<file path="config.mk">
export PLATFORM = sky130hd
export DESIGN_NAME = grp_hs_io
export DESIGN_NICKNAME = d
export VERILOG_FILES = /design/src/rtl/grp_hs_pkg.sv /design/src/rtl/grp_hs_io.sv /design/src/rtl/hs_fifo.sv /design/src/rtl/hs_line_select.sv
export SDC_FILE = /design/constraint.sdc
export NUM_CORES = 1
export LEC_CHECK = 0
export BUFFER_PORTS_ARGS = -buffer_cell sky130_fd_sc_hd__buf_2
export CAP_MARGIN = 20
export CELL_PAD_IN_SITES_DETAIL_PLACEMENT = 0
export CELL_PAD_IN_SITES_GLOBAL_PLACEMENT = 1
export CORE_UTILIZATION = 40
export CTS_CLUSTER_SIZE = 12
export DETAILED_ROUTE_END_ITERATION = 10
export PLACE_DENSITY = 0.7
export SLEW_MARGIN = 20
export SYNTH_ARGS = -nofsm -noshare
export SYNTH_HDL_FRONTEND = slang
export SYNTH_SLANG_ARGS = --single-unit
</file>
<file path="constraint.sdc">
create_clock -name clk -period 6.7 [get_ports clk]
set_clock_uncertainty 0.1 [all_clocks]
set_input_delay 0 -clock clk [delete_from_list [all_inputs] [get_ports clk]]
set_output_delay 0 -clock clk [all_outputs]
set_load 0.03 [all_outputs]
</file>
<file path="src/rtl/grp_hs_pkg.sv">
package grp_hs_pkg;

  // ----------------------------------------------------------------
  // Geometry
  // ----------------------------------------------------------------
  localparam int PORTS = 4;
  localparam int PORT_W = 8;
  localparam int WORD_W = 32;
  localparam int FIFO_DEPTH = 16;
  localparam int CNT_W = 16;
  localparam int HS_SETS = 2;

  // ----------------------------------------------------------------
  // Encodings
  // ----------------------------------------------------------------
  localparam logic [1:0] MODE_NONBUF = 2'h0;
  localparam logic [1:0] MODE_SIMPLE = 2'h1;
  localparam logic [1:0] MODE_ITER = 2'h2;
  localparam logic [1:0] MODE_CIRC = 2'h3;
  localparam logic FAM_FIRST = 1'h0;
  localparam logic FAM_SECOND = 1'h1;
  localparam logic DIR_IN = 1'h0;
  localparam logic DIR_OUT = 1'h1;

  // ----------------------------------------------------------------
  // Reset values
  // ----------------------------------------------------------------
  localparam logic [31:0] WORD_RST = 32'h0000_0000;
  localparam logic [15:0] CNT_RST = 16'h0000;
  localparam logic [3:0] SYNC4_RST = 4'h0;
  localparam logic [3:0] SYNC4N_RST = 4'hf;
  localparam logic [1:0] SYNC2_RST = 2'h0;

  // ----------------------------------------------------------------
  // Helpers
  // ----------------------------------------------------------------
  function automatic logic [2:0] port_count(input logic [3:0] mask);
    port_count = 3'({2'h0, mask[0]} + {2'h0, mask[1]} + {2'h0, mask[2]} + {2'h0, mask[3]});
  endfunction

  function automatic logic [31:0] lane_mask(input logic [3:0] mask);
    lane_mask = {{8{mask[3]}}, {8{mask[2]}}, {8{mask[1]}}, {8{mask[0]}}};
  endfunction

endpackage

</file>
<file path="src/rtl/grp_hs_io.sv">
// Function
// - First family: group holding port 0 or 1 uses handshake set one.
// - First family: group of only ports 2 and 3 uses handshake set two.
// - First family: group number never influences handshake set choice.
// - Second family: handshake lines of last listed port are used.
// - Exactly one grouped word moves per completed handshake pulse.
// - Nonbuffered: lines update right after each pulse, no word sequence stored.
// - Nonbuffered accepts 1, 2 or 4 ports; buffered only 2 or 4.
// - Simple buffer: host consumes input words only after the last update or once the buffer is full.
// - Iterative: host may read before the buffer has filled.
// - Circular: position wraps after last entry; runs until stopped.
// - Circular only on the first family.
// - Second family input: load on strobe low, then input-full flag high.
// - Second family output: output-full low with data; acknowledge low pulse back.
// - First family: outside raises request; device drives acknowledge when ready.
`timescale 1ns/1ns
`default_nettype none

module grp_hs_io
  import grp_hs_pkg::*;
#(
  parameter int DEPTH = FIFO_DEPTH
)
(
  input wire logic clk,
  input wire logic srst,
  input wire logic family,
  input wire logic dir,
  input wire logic [1:0] mode,
  input wire logic [3:0] grp_mask,
  input wire logic [1:0] last_port,
  input wire logic [15:0] update_count,
  input wire logic start,
  input wire logic stop,
  output logic busy,
  output logic done,
  output logic cfg_error,
  input wire logic [31:0] dio_in,
  output logic [31:0] dio_out,
  output logic [31:0] dio_oe,
  input wire logic [1:0] req_in,
  output logic [1:0] ack_out,
  input wire logic [3:0] load_strobe_n,
  output logic [3:0] input_full_flag,
  output logic [3:0] output_full_flag_n,
  input wire logic [3:0] ack_n,
  input wire logic [31:0] host_wr_data,
  input wire logic host_wr_valid,
  output logic host_wr_ready,
  output logic [31:0] host_rd_data,
  output logic host_rd_valid,
  input wire logic host_rd_ready
);

  typedef enum logic [1:0] {ST_IDLE, ST_RUN} run_state_e;

  // ----------------------------------------------------------------
  // Pin synchronisers
  // ----------------------------------------------------------------
  logic [31:0] din_s1_q, din_s2_q;
  logic [1:0] req_s1_q, req_s2_q, req_p_q;
  logic [3:0] ls_s1_q, ls_s2_q, ls_p_q;
  logic [3:0] ack_s1_q, ack_s2_q, ack_p_q;

  always_ff @(posedge clk)
  begin
    if (srst)
    begin
      din_s1_q <= WORD_RST;
      din_s2_q <= WORD_RST;
      req_s1_q <= SYNC2_RST;
      req_s2_q <= SYNC2_RST;
      req_p_q <= SYNC2_RST;
      ls_s1_q <= SYNC4N_RST;
      ls_s2_q <= SYNC4N_RST;
      ls_p_q <= SYNC4N_RST;
      ack_s1_q <= SYNC4N_RST;
      ack_s2_q <= SYNC4N_RST;
      ack_p_q <= SYNC4N_RST;
    end
    else
    begin
      din_s1_q <= dio_in;
      din_s2_q <= din_s1_q;
      req_s1_q <= req_in;
      req_s2_q <= req_s1_q;
      req_p_q <= req_s2_q;
      ls_s1_q <= load_strobe_n;
      ls_s2_q <= ls_s1_q;
      ls_p_q <= ls_s2_q;
      ack_s1_q <= ack_n;
      ack_s2_q <= ack_s1_q;
      ack_p_q <= ack_s2_q;
    end
  end

  // ----------------------------------------------------------------
  // Active handshake lines
  // ----------------------------------------------------------------
  logic set_sel;
  logic [1:0] port_sel;
  logic cfg_ok;

  hs_line_select i_hs_line_select (
    .family(family),
    .mode(mode),
    .grp_mask(grp_mask),
    .last_port(last_port),
    .update_count(update_count),
    .set_sel(set_sel),
    .port_sel(port_sel),
    .cfg_ok(cfg_ok)
  );

  logic req_rise, ls_fall, ack_fall, hs_event;
  logic [31:0] lanes;

  always_comb
  begin
    lanes = lane_mask(grp_mask);
    req_rise = req_s2_q[set_sel] & ~req_p_q[set_sel];
    // Other strobes are tied by the outside, so only the last port is watched
    ls_fall = ~ls_s2_q[port_sel] & ls_p_q[port_sel];
    ack_fall = ~ack_s2_q[port_sel] & ack_p_q[port_sel];
    if (family == FAM_FIRST)
      hs_event = req_rise;
    else if (dir == DIR_IN)
      hs_event = ls_fall;
    else
      hs_event = ack_fall;
  end

  // ----------------------------------------------------------------
  // Word buffer
  // ----------------------------------------------------------------
  logic [31:0] fifo_in_data, fifo_out_data;
  logic fifo_in_valid, fifo_in_ready, fifo_out_valid, fifo_out_ready;

  hs_fifo #(
    .WIDTH(WORD_W),
    .DEPTH(DEPTH)
  ) i_hs_fifo (
    .clk(clk),
    .srst(srst),
    .in_data(fifo_in_data),
    .in_valid(fifo_in_valid),
    .in_ready(fifo_in_ready),
    .out_data(fifo_out_data),
    .out_valid(fifo_out_valid),
    .out_ready(fifo_out_ready)
  );

  // ----------------------------------------------------------------
  // Transfer control
  // ----------------------------------------------------------------
  run_state_e st_q, st_d;
  logic [15:0] cnt_q, cnt_d;
  logic [31:0] hold_q, hold_d;
  logic hold_v_q, hold_v_d;
  logic [31:0] pres_q, pres_d;
  logic pres_v_q, pres_v_d;
  logic done_q, done_d;
  logic err_q, err_d;
  logic running, can_take, take, fetch, finish, last;

  always_comb
  begin
    st_d = st_q;
    cnt_d = cnt_q;
    hold_d = hold_q;
    hold_v_d = hold_v_q;
    pres_d = pres_q;
    pres_v_d = pres_v_q;
    done_d = done_q;
    err_d = err_q;
    running = (st_q == ST_RUN);
    last = (cnt_q == update_count - 16'd1);

    // Input: one capture per event, only when the previous word has left
    can_take = running & (dir == DIR_IN) & ~hold_v_q;
    if (mode == MODE_NONBUF)
      can_take = can_take & ~fifo_out_valid;
    take = can_take & hs_event;

    // Output: word leaves the lines on the completing event
    finish = running & (dir == DIR_OUT) & pres_v_q & hs_event;
    fetch = running & (dir == DIR_OUT) & ~pres_v_q & fifo_out_valid;

    if (fifo_in_valid & fifo_in_ready & (dir == DIR_IN))
      hold_v_d = 1'b0;
    if (take)
    begin
      hold_d = din_s2_q & lanes;
      hold_v_d = 1'b1;
    end
    if (finish)
      pres_v_d = 1'b0;
    if (fetch)
    begin
      pres_d = fifo_out_data & lanes;
      pres_v_d = 1'b1;
    end

    if (take | finish)
    begin
      if (last)
      begin
        cnt_d = CNT_RST;
        if (mode != MODE_CIRC)
        begin
          st_d = ST_IDLE;
          done_d = 1'b1;
        end
      end
      else
        cnt_d = cnt_q + 16'd1;
    end
    if (last & (take | finish) & (mode == MODE_CIRC))
      cnt_d = CNT_RST;

    if (stop)
      st_d = ST_IDLE;
    if (start & (st_q == ST_IDLE))
    begin
      done_d = 1'b0;
      err_d = ~cfg_ok;
      if (cfg_ok)
      begin
        st_d = ST_RUN;
        cnt_d = CNT_RST;
        pres_v_d = 1'b0;
      end
    end
  end

  always_ff @(posedge clk)
  begin
    if (srst)
    begin
      st_q <= ST_IDLE;
      cnt_q <= CNT_RST;
      hold_q <= WORD_RST;
      hold_v_q <= 1'b0;
      pres_q <= WORD_RST;
      pres_v_q <= 1'b0;
      done_q <= 1'b0;
      err_q <= 1'b0;
    end
    else
    begin
      st_q <= st_d;
      cnt_q <= cnt_d;
      hold_q <= hold_d;
      hold_v_q <= hold_v_d;
      pres_q <= pres_d;
      pres_v_q <= pres_v_d;
      done_q <= done_d;
      err_q <= err_d;
    end
  end

  // ----------------------------------------------------------------
  // Buffer steering and host side
  // ----------------------------------------------------------------
  always_comb
  begin
    if (dir == DIR_IN)
    begin
      fifo_in_data = hold_q;
      fifo_in_valid = hold_v_q;
      host_wr_ready = 1'b0;
      // Simple mode holds words back until the run ends or the buffer is full
      host_rd_valid = fifo_out_valid;
      if (mode == MODE_SIMPLE)
        host_rd_valid = fifo_out_valid & (~running | ~fifo_in_ready);
      fifo_out_ready = host_rd_valid & host_rd_ready;
    end
    else
    begin
      fifo_in_data = host_wr_data;
      host_wr_ready = fifo_in_ready;
      if (mode == MODE_NONBUF)
        host_wr_ready = fifo_in_ready & ~fifo_out_valid & ~pres_v_q;
      fifo_in_valid = host_wr_valid & host_wr_ready;
      host_rd_valid = 1'b0;
      fifo_out_ready = fetch;
    end
    host_rd_data = fifo_out_data;
  end

  // ----------------------------------------------------------------
  // Pin drive
  // ----------------------------------------------------------------
  always_comb
  begin
    ack_out = 2'h0;
    input_full_flag = 4'h0;
    output_full_flag_n = 4'hf;
    if (family == FAM_FIRST)
    begin
      if (dir == DIR_IN)
        ack_out[set_sel] = can_take;
      else
        ack_out[set_sel] = running & pres_v_q;
    end
    else if (dir == DIR_IN)
      input_full_flag[port_sel] = hold_v_q;
    else
      output_full_flag_n[port_sel] = ~(running & pres_v_q);
    dio_out = pres_q;
    dio_oe = (dir == DIR_OUT) ? lanes : WORD_RST;
    busy = running;
    done = done_q;
    cfg_error = err_q;
  end

endmodule

`default_nettype wire

</file>
<file path="src/rtl/hs_fifo.sv">
`timescale 1ns/1ns
`default_nettype none

module hs_fifo
  import grp_hs_pkg::*;
#(
  parameter int WIDTH = WORD_W,
  parameter int DEPTH = FIFO_DEPTH
)
(
  input wire logic clk,
  input wire logic srst,
  input wire logic [WIDTH-1:0] in_data,
  input wire logic in_valid,
  output logic in_ready,
  output logic [WIDTH-1:0] out_data,
  output logic out_valid,
  input wire logic out_ready
);

  localparam int AW = $clog2(DEPTH);

  logic [WIDTH-1:0] mem_q [DEPTH];
  logic [AW-1:0] wr_q, wr_d, rd_q, rd_d;
  logic [AW:0] cnt_q, cnt_d;
  logic push, pop;

  // ----------------------------------------------------------------
  // Pointers and occupancy
  // ----------------------------------------------------------------
  always_comb
  begin
    in_ready = (cnt_q != (AW+1)'(DEPTH));
    out_valid = (cnt_q != '0);
    out_data = mem_q[rd_q];
    push = in_valid & in_ready;
    pop = out_valid & out_ready;
    wr_d = push ? ((wr_q == AW'(DEPTH-1)) ? '0 : wr_q + 1'b1) : wr_q;
    rd_d = pop ? ((rd_q == AW'(DEPTH-1)) ? '0 : rd_q + 1'b1) : rd_q;
    cnt_d = cnt_q + (AW+1)'(push) - (AW+1)'(pop);
  end

  always_ff @(posedge clk)
  begin
    if (srst)
    begin
      wr_q <= '0;
      rd_q <= '0;
      cnt_q <= '0;
    end
    else
    begin
      wr_q <= wr_d;
      rd_q <= rd_d;
      cnt_q <= cnt_d;
    end
  end

  // Storage has no reset
  always_ff @(posedge clk)
  begin
    if (push)
      mem_q[wr_q] <= in_data;
  end

endmodule

`default_nettype wire

</file>
<file path="src/rtl/hs_line_select.sv">
`timescale 1ns/1ns
`default_nettype none

module hs_line_select
  import grp_hs_pkg::*;
(
  input wire logic family,
  input wire logic [1:0] mode,
  input wire logic [3:0] grp_mask,
  input wire logic [1:0] last_port,
  input wire logic [15:0] update_count,
  output logic set_sel,
  output logic [1:0] port_sel,
  output logic cfg_ok
);

  logic [2:0] n;
  logic size_ok;

  // ----------------------------------------------------------------
  // Active line set and configuration check
  // ----------------------------------------------------------------
  always_comb
  begin
    n = port_count(grp_mask);
    // Only membership decides; no group number input exists
    set_sel = (grp_mask[0] | grp_mask[1]) ? 1'b0 : 1'b1;
    port_sel = last_port;
    if (mode == MODE_NONBUF)
      size_ok = (n == 3'd1) | (n == 3'd2) | (n == 3'd4);
    else
      size_ok = (n == 3'd2) | (n == 3'd4);
    cfg_ok = size_ok & (update_count != CNT_RST);
    if (mode == MODE_CIRC && family != FAM_FIRST)
      cfg_ok = 1'b0;
    if (family == FAM_SECOND && !grp_mask[last_port])
      cfg_ok = 1'b0;
  end

endmodule

`default_nettype wire

</file>
======== After elaboration in Yosys (flattened, before gate mapping) ========
Memories as Yosys holds them, arrays and structs flattened. A register that Yosys moved wholly into a read port is not among the register bits.
Cells that the tools add are included.
operators by class
  bitwise logic cells ..................... 49
  order comparisons ....................... 4
  muxes and demuxes ....................... 64
  add/subtract/negate cells ............... 9
  reductions and logical operators ........ 12
  equality and inequality tests ........... 11
operators with widths
  operator                                                              number
  16-bit two-way mux                                                    5
  32-bit bitwise AND                                                    2
  32-bit two-way mux                                                    2
  1-bit two-way mux                                                     34
  4-bit two-way mux                                                     8
  1-bit bitwise AND                                                     25
  16-bit by 1-bit adder with 16-bit output, second input constant       1
  16-bit == test                                                        1
  2-bit two-way mux                                                     8
  16-bit nonzero test                                                   1
  16-bit by 1-bit subtractor with 16-bit output, second input constant  1
  1-bit NOT                                                             11
  1-bit binary-select mux with 2-bit select                             5
  4-bit by 1-bit adder with 4-bit output, second input constant         2
  4-bit == test, second input constant                                  2
  3-bit by 1-bit adder with 3-bit output                                2
  1-bit OR                                                              6
  5-bit by 1-bit adder with 5-bit output                                1
  5-bit != test, second input constant                                  1
  5-bit nonzero test                                                    1
  5-bit by 1-bit subtractor with 5-bit output                           1
  2-bit bitwise AND                                                     2
  4-bit bitwise AND                                                     1
  2-bit by 1-bit == test with 1-bit output, second input constant       2
  20 further kinds                                                      24
word-level totals
  output and inout bits ................... 111
  RAM bits ................................ 512
  flip-flop bits (word level) ............. 193
  logic and storage cells ................. 172
  memories ................................ 1
memory list
  name             depth  width  read ports  clocked after memory_dff  write ports  line           RTL
  i_hs_fifo.mem_q  16     32     1           1                         1            hs_fifo.sv:23  logic [WIDTH-1:0] mem_q [DEPTH];

======== Longest topological paths before layout ========
  word-level depth ........................ 14
  mapped depth ............................ 14
  depth with buffers taken out ............ 14

======== By module ========
A second synthesis with hierarchy kept.
unflattened totals
  cell total of the unflattened synthesis .. 1715
  area total of the unflattened synthesis .. 27587.7 um2
modules (own cells, without submodules)
  module          instances  cells each  area each (um2)
  hs_fifo         1          890         20043.0
  grp_hs_io       1          801         7349.5
  hs_line_select  1          24          195.2

======== Least setup slack after synthesis ========
OpenSTA, ideal clock, no wires.
  path kind ............................... reg-to-reg
  start ................................... register i_hs_fifo.cnt_q[3]
  end ..................................... memory i_hs_fifo.mem_q[3][0] in the netlist's numbering, enable pin
  setup time .............................. 461 ps
  arrival ................................. 4541 ps
  stages on the path, launching flop included .. 10
  setup slack ............................. 1598 ps
  path through ............................ dfxtp_1 inv_1 ha_1 nor3b_1 nand2b_1 a221oi_1 a32o_1 buf_2 nand2_1 nor3_1
on the way
  longest elaborated chain between the ends .. 11
  elaborated cells on any way between the ends .. 12
  classes of those cells .................. eq/ne (1); mux (5); bitwise (5); reduce/logical (1)
RTL lines
  item                                       line              RTL
  start, declared                            hs_fifo.sv:25     logic [AW:0] cnt_q, cnt_d;
  start signal, assigned                     hs_fifo.sv:55     cnt_q <= cnt_d;
  5-bit nonzero test                         hs_fifo.sv:34     out_valid = (cnt_q != '0);
  1-bit NOT                                  grp_hs_io.sv:283  host_wr_ready = fifo_in_ready & ~fifo_out_valid & ~pres_v_q;
  1-bit bitwise AND (2 in a row)             grp_hs_io.sv:283
  1-bit two-way mux                          grp_hs_io.sv:282  if (mode == MODE_NONBUF)
  1-bit two-way mux                          grp_hs_io.sv:267  if (dir == DIR_IN)
  1-bit bitwise AND                          grp_hs_io.sv:284  fifo_in_valid = host_wr_valid & host_wr_ready;
  1-bit two-way mux                          grp_hs_io.sv:267
  1-bit bitwise AND *                        hs_fifo.sv:36     push = in_valid & in_ready;
  net i_hs_fifo.push                         hs_fifo.sv:26     logic push, pop;
  1-bit two-way mux *                        hs_fifo.sv:62     if (push)
  1-bit two-way mux (not written as such) *  hs_fifo.sv:63     mem_q[wr_q] <= in_data;
  end, declared                              hs_fifo.sv:23
The timed path passes the listed nets; every way through them passes the cells marked *. The select of a mux whose other input is x is not followed.

======== Worst setup path in the final report ========
  start ................................... input port grp_mask[1]
  end ..................................... register st_q[0]
on the way
  longest elaborated chain between the ends .. 12
  elaborated cells on any way between the ends .. 32
  classes of those cells .................. add/sub (3); eq/ne (3); mux (14); bitwise (10); reduce/logical (2)
RTL lines
  item                                                                                      line                                    RTL
  start, declared                                                                           grp_hs_io.sv:30                         input wire logic [3:0] grp_mask,
  1-bit by 1-bit adder with 2-bit output or 1-bit OR (tied branches)                        grp_hs_pkg.sv:38, hs_line_select.sv:27
  3-bit by 1-bit adder with 3-bit output or 1-bit two-way mux (tied branches) (2 in a row)  grp_hs_pkg.sv:38, grp_hs_io.sv:121
  3-bit by 1-bit == test with 1-bit output (tied with other cells)                          hs_line_select.sv:30                    size_ok = (n == 3'd1) | (n == 3'd2) | (n == 3'd4);
  1-bit OR or 1-bit bitwise AND (tied branches)                                             hs_line_select.sv:30, grp_hs_io.sv:121
  1-bit OR or 1-bit two-way mux (tied branches)                                             hs_line_select.sv:30, grp_hs_io.sv:125
  1-bit two-way mux (tied with other cells)                                                 hs_line_select.sv:29                    if (mode == MODE_NONBUF)
  1-bit bitwise AND or 1-bit OR (tied branches)                                             hs_line_select.sv:33, grp_hs_io.sv:204
  1-bit two-way mux or 2-bit two-way mux (tied branches)                                    hs_line_select.sv:34, grp_hs_io.sv:204
  1-bit two-way mux or 2-bit two-way mux (tied branches)                                    hs_line_select.sv:36, grp_hs_io.sv:221
  2-bit two-way mux                                                                         grp_hs_io.sv:227                        if (cfg_ok)
  2-bit two-way mux *                                                                       grp_hs_io.sv:223                        if (start & (st_q == ST_IDLE))
  end signal, assigned                                                                      grp_hs_io.sv:251                        st_q <= st_d;
  end, declared                                                                             grp_hs_io.sv:156                        run_state_e st_q, st_d;
Mark *: on every way between the ends. The rest lies on a longest branch, timed or not. The select of a mux whose other input is x is not followed.
A chain may end at the register's enable or synchronous reset.

==> results.cfg <==
[worst_hold_path]
holdCritPathClass = primary input to register

[timing]
hold_violations = 0
slew_viol_final = 0
slew_headroom_pct = 25.1
max_freq_ghz = 0.226
rsz0062_at_grt = no
finalSetupViolations = 0
setup_tns_ns = 0
worstMarginPinSlew_ns = 1.12
fin_ws_ns = 2.28
period_share_pct = 65.9
period_minus_slack_ns = 4.42

[drt]
drc = 0
via_count = 15000
post_drt_wl_per_cell_um = 21.6
firstDrtPassIters = 5
antenna_left = 0
drtIter0Drc = 1317
detail_route.wirelength_um = 61800
vias_per_cell = 5.24

[synth]
synth_cell_types = 59
synth_area_leaders = edfxtp_1, dfxtp_1, mux4_2
synth_seq_area_share_pct = 70.5
syn_area_per_cell_um2 = 17.1
dominantRegCellSynth = edfxtp_1
async_flop_share_pct = 0
yosys_register_bits = 709
syn_area_um2 = 27400
synth_cells = 1598
yosys_warnings = 0
synth_edf_count = 512
synth_top_area_share_pct = 56.1
yosysTopAreaCell = edfxtp_1
synth_nets = 1722

[floorplan]
die_area_um2 = 69600
die_h_um = 264
ios = 217
rows = 95
start_util_pct = 40.6
core_area_um2 = 67500
die_w_um = 264

[clocking]
htreeDepth = 3
post-cts-setup-buffers = 0
clock_latency_ns = 0.62
post_cts_resized = 0
cts_tree = yes
clk_pin_slew_worst_paths_ns = 0.06
cts_buffers = 75
clock-sinks = 709
hold_buffers = 127
cts_buffer_depth = 3
root_buffer = clkbuf_16

[place]
dpl.hpwl_um = 39300
place_congestion = 0.778
pre_cts_slack_ns = 3.13
port-buffer-count = 216
place_area_um2 = 29600

[cells_and_area]
finalInstanceArea_um2 = 33300
nNetsFinal = 2059
drive_above_1_share_pct = 31.1
diodes = 0
fillers = 5628
syn_to_final_growth_pct = 21.6

[critical_path]
path_max_fanout = 11
crit_type = primary input to register
startpoint_type = primary input
worstPathRequired_ns = 7.16
end_kind = register
critPathArrivalTime_ns = 4.88

[power]
total_leakage_power_nw = 11.3
p_per_area_nw_per_um2 = 303
ir_worst_vdd_mv = 0.168

[global_route]
grt_pass1_wl_um = 95200
grt_usage_pct = 18.1
grt_pass1_vias = 15500
antenna_found_initial = 0
grt-ovfl-total = 0
grt_max_degree = 102

[outcome]
status = finished, final reports clean

[job]
maxCapViolCount = 0
## flip-flops by register name, summed over array words and instances (netlist names), 2 cells and up, named ones only
register,cells
i_hs_fifo.cnt_q,5
req_p_q,2
ls_p_q,4
ack_s2_q,4
ls_s1_q,4
req_s1_q,2
st_q,2
din_s2_q,32
ack_s1_q,4
i_hs_fifo.rd_q,4
din_s1_q,32
req_s2_q,2
cnt_q,16
dio_out,32
ack_p_q,4
hold_q,32
ls_s2_q,4
i_hs_fifo.wr_q,4
i_hs_fifo.mem_q,512
## routing by layer
metal / track usage [%] / up-vias / wire length [um]
met5: 0 / - / 0
met4: 5.23 / 0 / 1180
met2: 29.9 / 371 / 30100
li1: - / 6821 / -
met3: 3.24 / 68 / 3030
met1: 24.5 / 7751 / 27400
## per-stage QoR
step	total power, mW	hold slack, ns	cells	utilization, %
floorplan	5.79	-0.0239	1598	-
global placement	6.11	0.0832	2591	43.4
detailed placement	6.12	0.0884	2603	43.9
CTS	10.2	0.0135	2865	49.3
global route	10.5	0.0456	2866	49.3
finish	10.1	0.0512	2866	49.3
## critical path, cell delays in order
cell and delay, ns:
dlygate4sd3_1 0.52, buf_2 0.31, inv_1 0.13, ha_1 0.31, fa_1 0.37, ha_1 0.32, or4b_2 0.61, o22ai_1 0.18
nand2_1 0.07, nor3_1 0.20, dlygate4sd3_1 0.58, nand2b_1 0.05, dlygate4sd3_1 0.56, o41ai_1 0.06, dlygate4sd3_1 0.58
## where the power goes
part	total, mW	internal [mW]	leakage (nW)	switching (mW)
clock	4.04	2.38	1.19	1.66
combinational	1.21	0.560	3.81	0.650
sequential	4.86	4.78	6.29	0.0729
total	10.1	7.73	11.3	2.38
## final cells by class
class | count | area, um^2 | area share, %
multi-input combinational | 756 | 7570 | 22.7
timing repair buffer | 375 | 2850 | 8.56
clock buffer | 114 | 2150 | 6.47
sequential | 709 | 19300 | 58.0
inverter | 18 | 67.6 | 0.203
tap | 873 | 1090 | 3.28
clock inverter | 21 | 246 | 0.740
## cells by family (layout without fill, tap and decap cells)
group                    after synthesis  after routing  share of synthesized area, %
flip-flops                           709            709                          70.5
AND/OR/NAND/NOR                      384            384                          7.49
multiplexers                         198            198                          14.8
buffers and inverters                133            528                          2.31
AO/OA/AOI/OAI                        116            116                          2.72
XOR/XNOR                              40             40                          1.28
adder cells (fa/ha/maj)               18             18                         0.877
## cell usage after synthesis (3+ instances only)
cell      count
buf_1        17
buf_4        28
nand4_1      14
and2_1        6
nor4_1        6
a22oi_1      32
nand2_1      57
or4_1         4
inv_1        18
nor2_1       81
and3_1        4
mux2i_1       3
nor2_2       10
nor3b_1       8
xor2_1       19
xnor2_1      21
ha_1         16
mux4_2      163
nand2b_1      5
nand3_1      42
mux2_2       32
nand3b_1      5
or2_2        27
buf_2        12
edfxtp_1    512
nor3_1       15
nor2b_1      83
a31oi_1       5
a21o_1        3
o21ai_0       8
a21oi_1      50
dfxtp_1     197
or3_1         6
clkbuf_1     56
## final timing paths
path	slack, ns	cells past startpoint	end	start
worst max-delay path	2.28	15	st_q[0]	grp_mask[1]
worst min-delay path	0.05	5	done	update_count[13]
worst max register to register	3.26	9	i_hs_fifo.mem_q[8][17]	i_hs_fifo.cnt_q[3]
worst min register to register	0.31	1	ls_s2_q[3]	ls_s1_q[3]
## cells in the final DEF, fill, tap and decap left out, drive strengths merged, types with 6 or more instances in the layout
cell type,netlist,layout
edfxtp,512,512
clkbuf,56,114
a22oi,32,32
dfxtp,197,197
buf,59,248
nor3,17,17
nand2,57,57
inv,18,22
nor2b,83,83
nand4,14,14
nand3,42,42
mux4,163,163
xor2,19,19
mux2,32,32
or2,27,27
clkinv,0,13
and2,6,6
ha,16,16
o21ai,8,8
nor3b,8,8
a21oi,50,50
dlygate4sd3,0,127
or3,6,6
nor2,91,91
xnor2,21,21
nor4,7,7
Power figures use the tool's default switching activity.
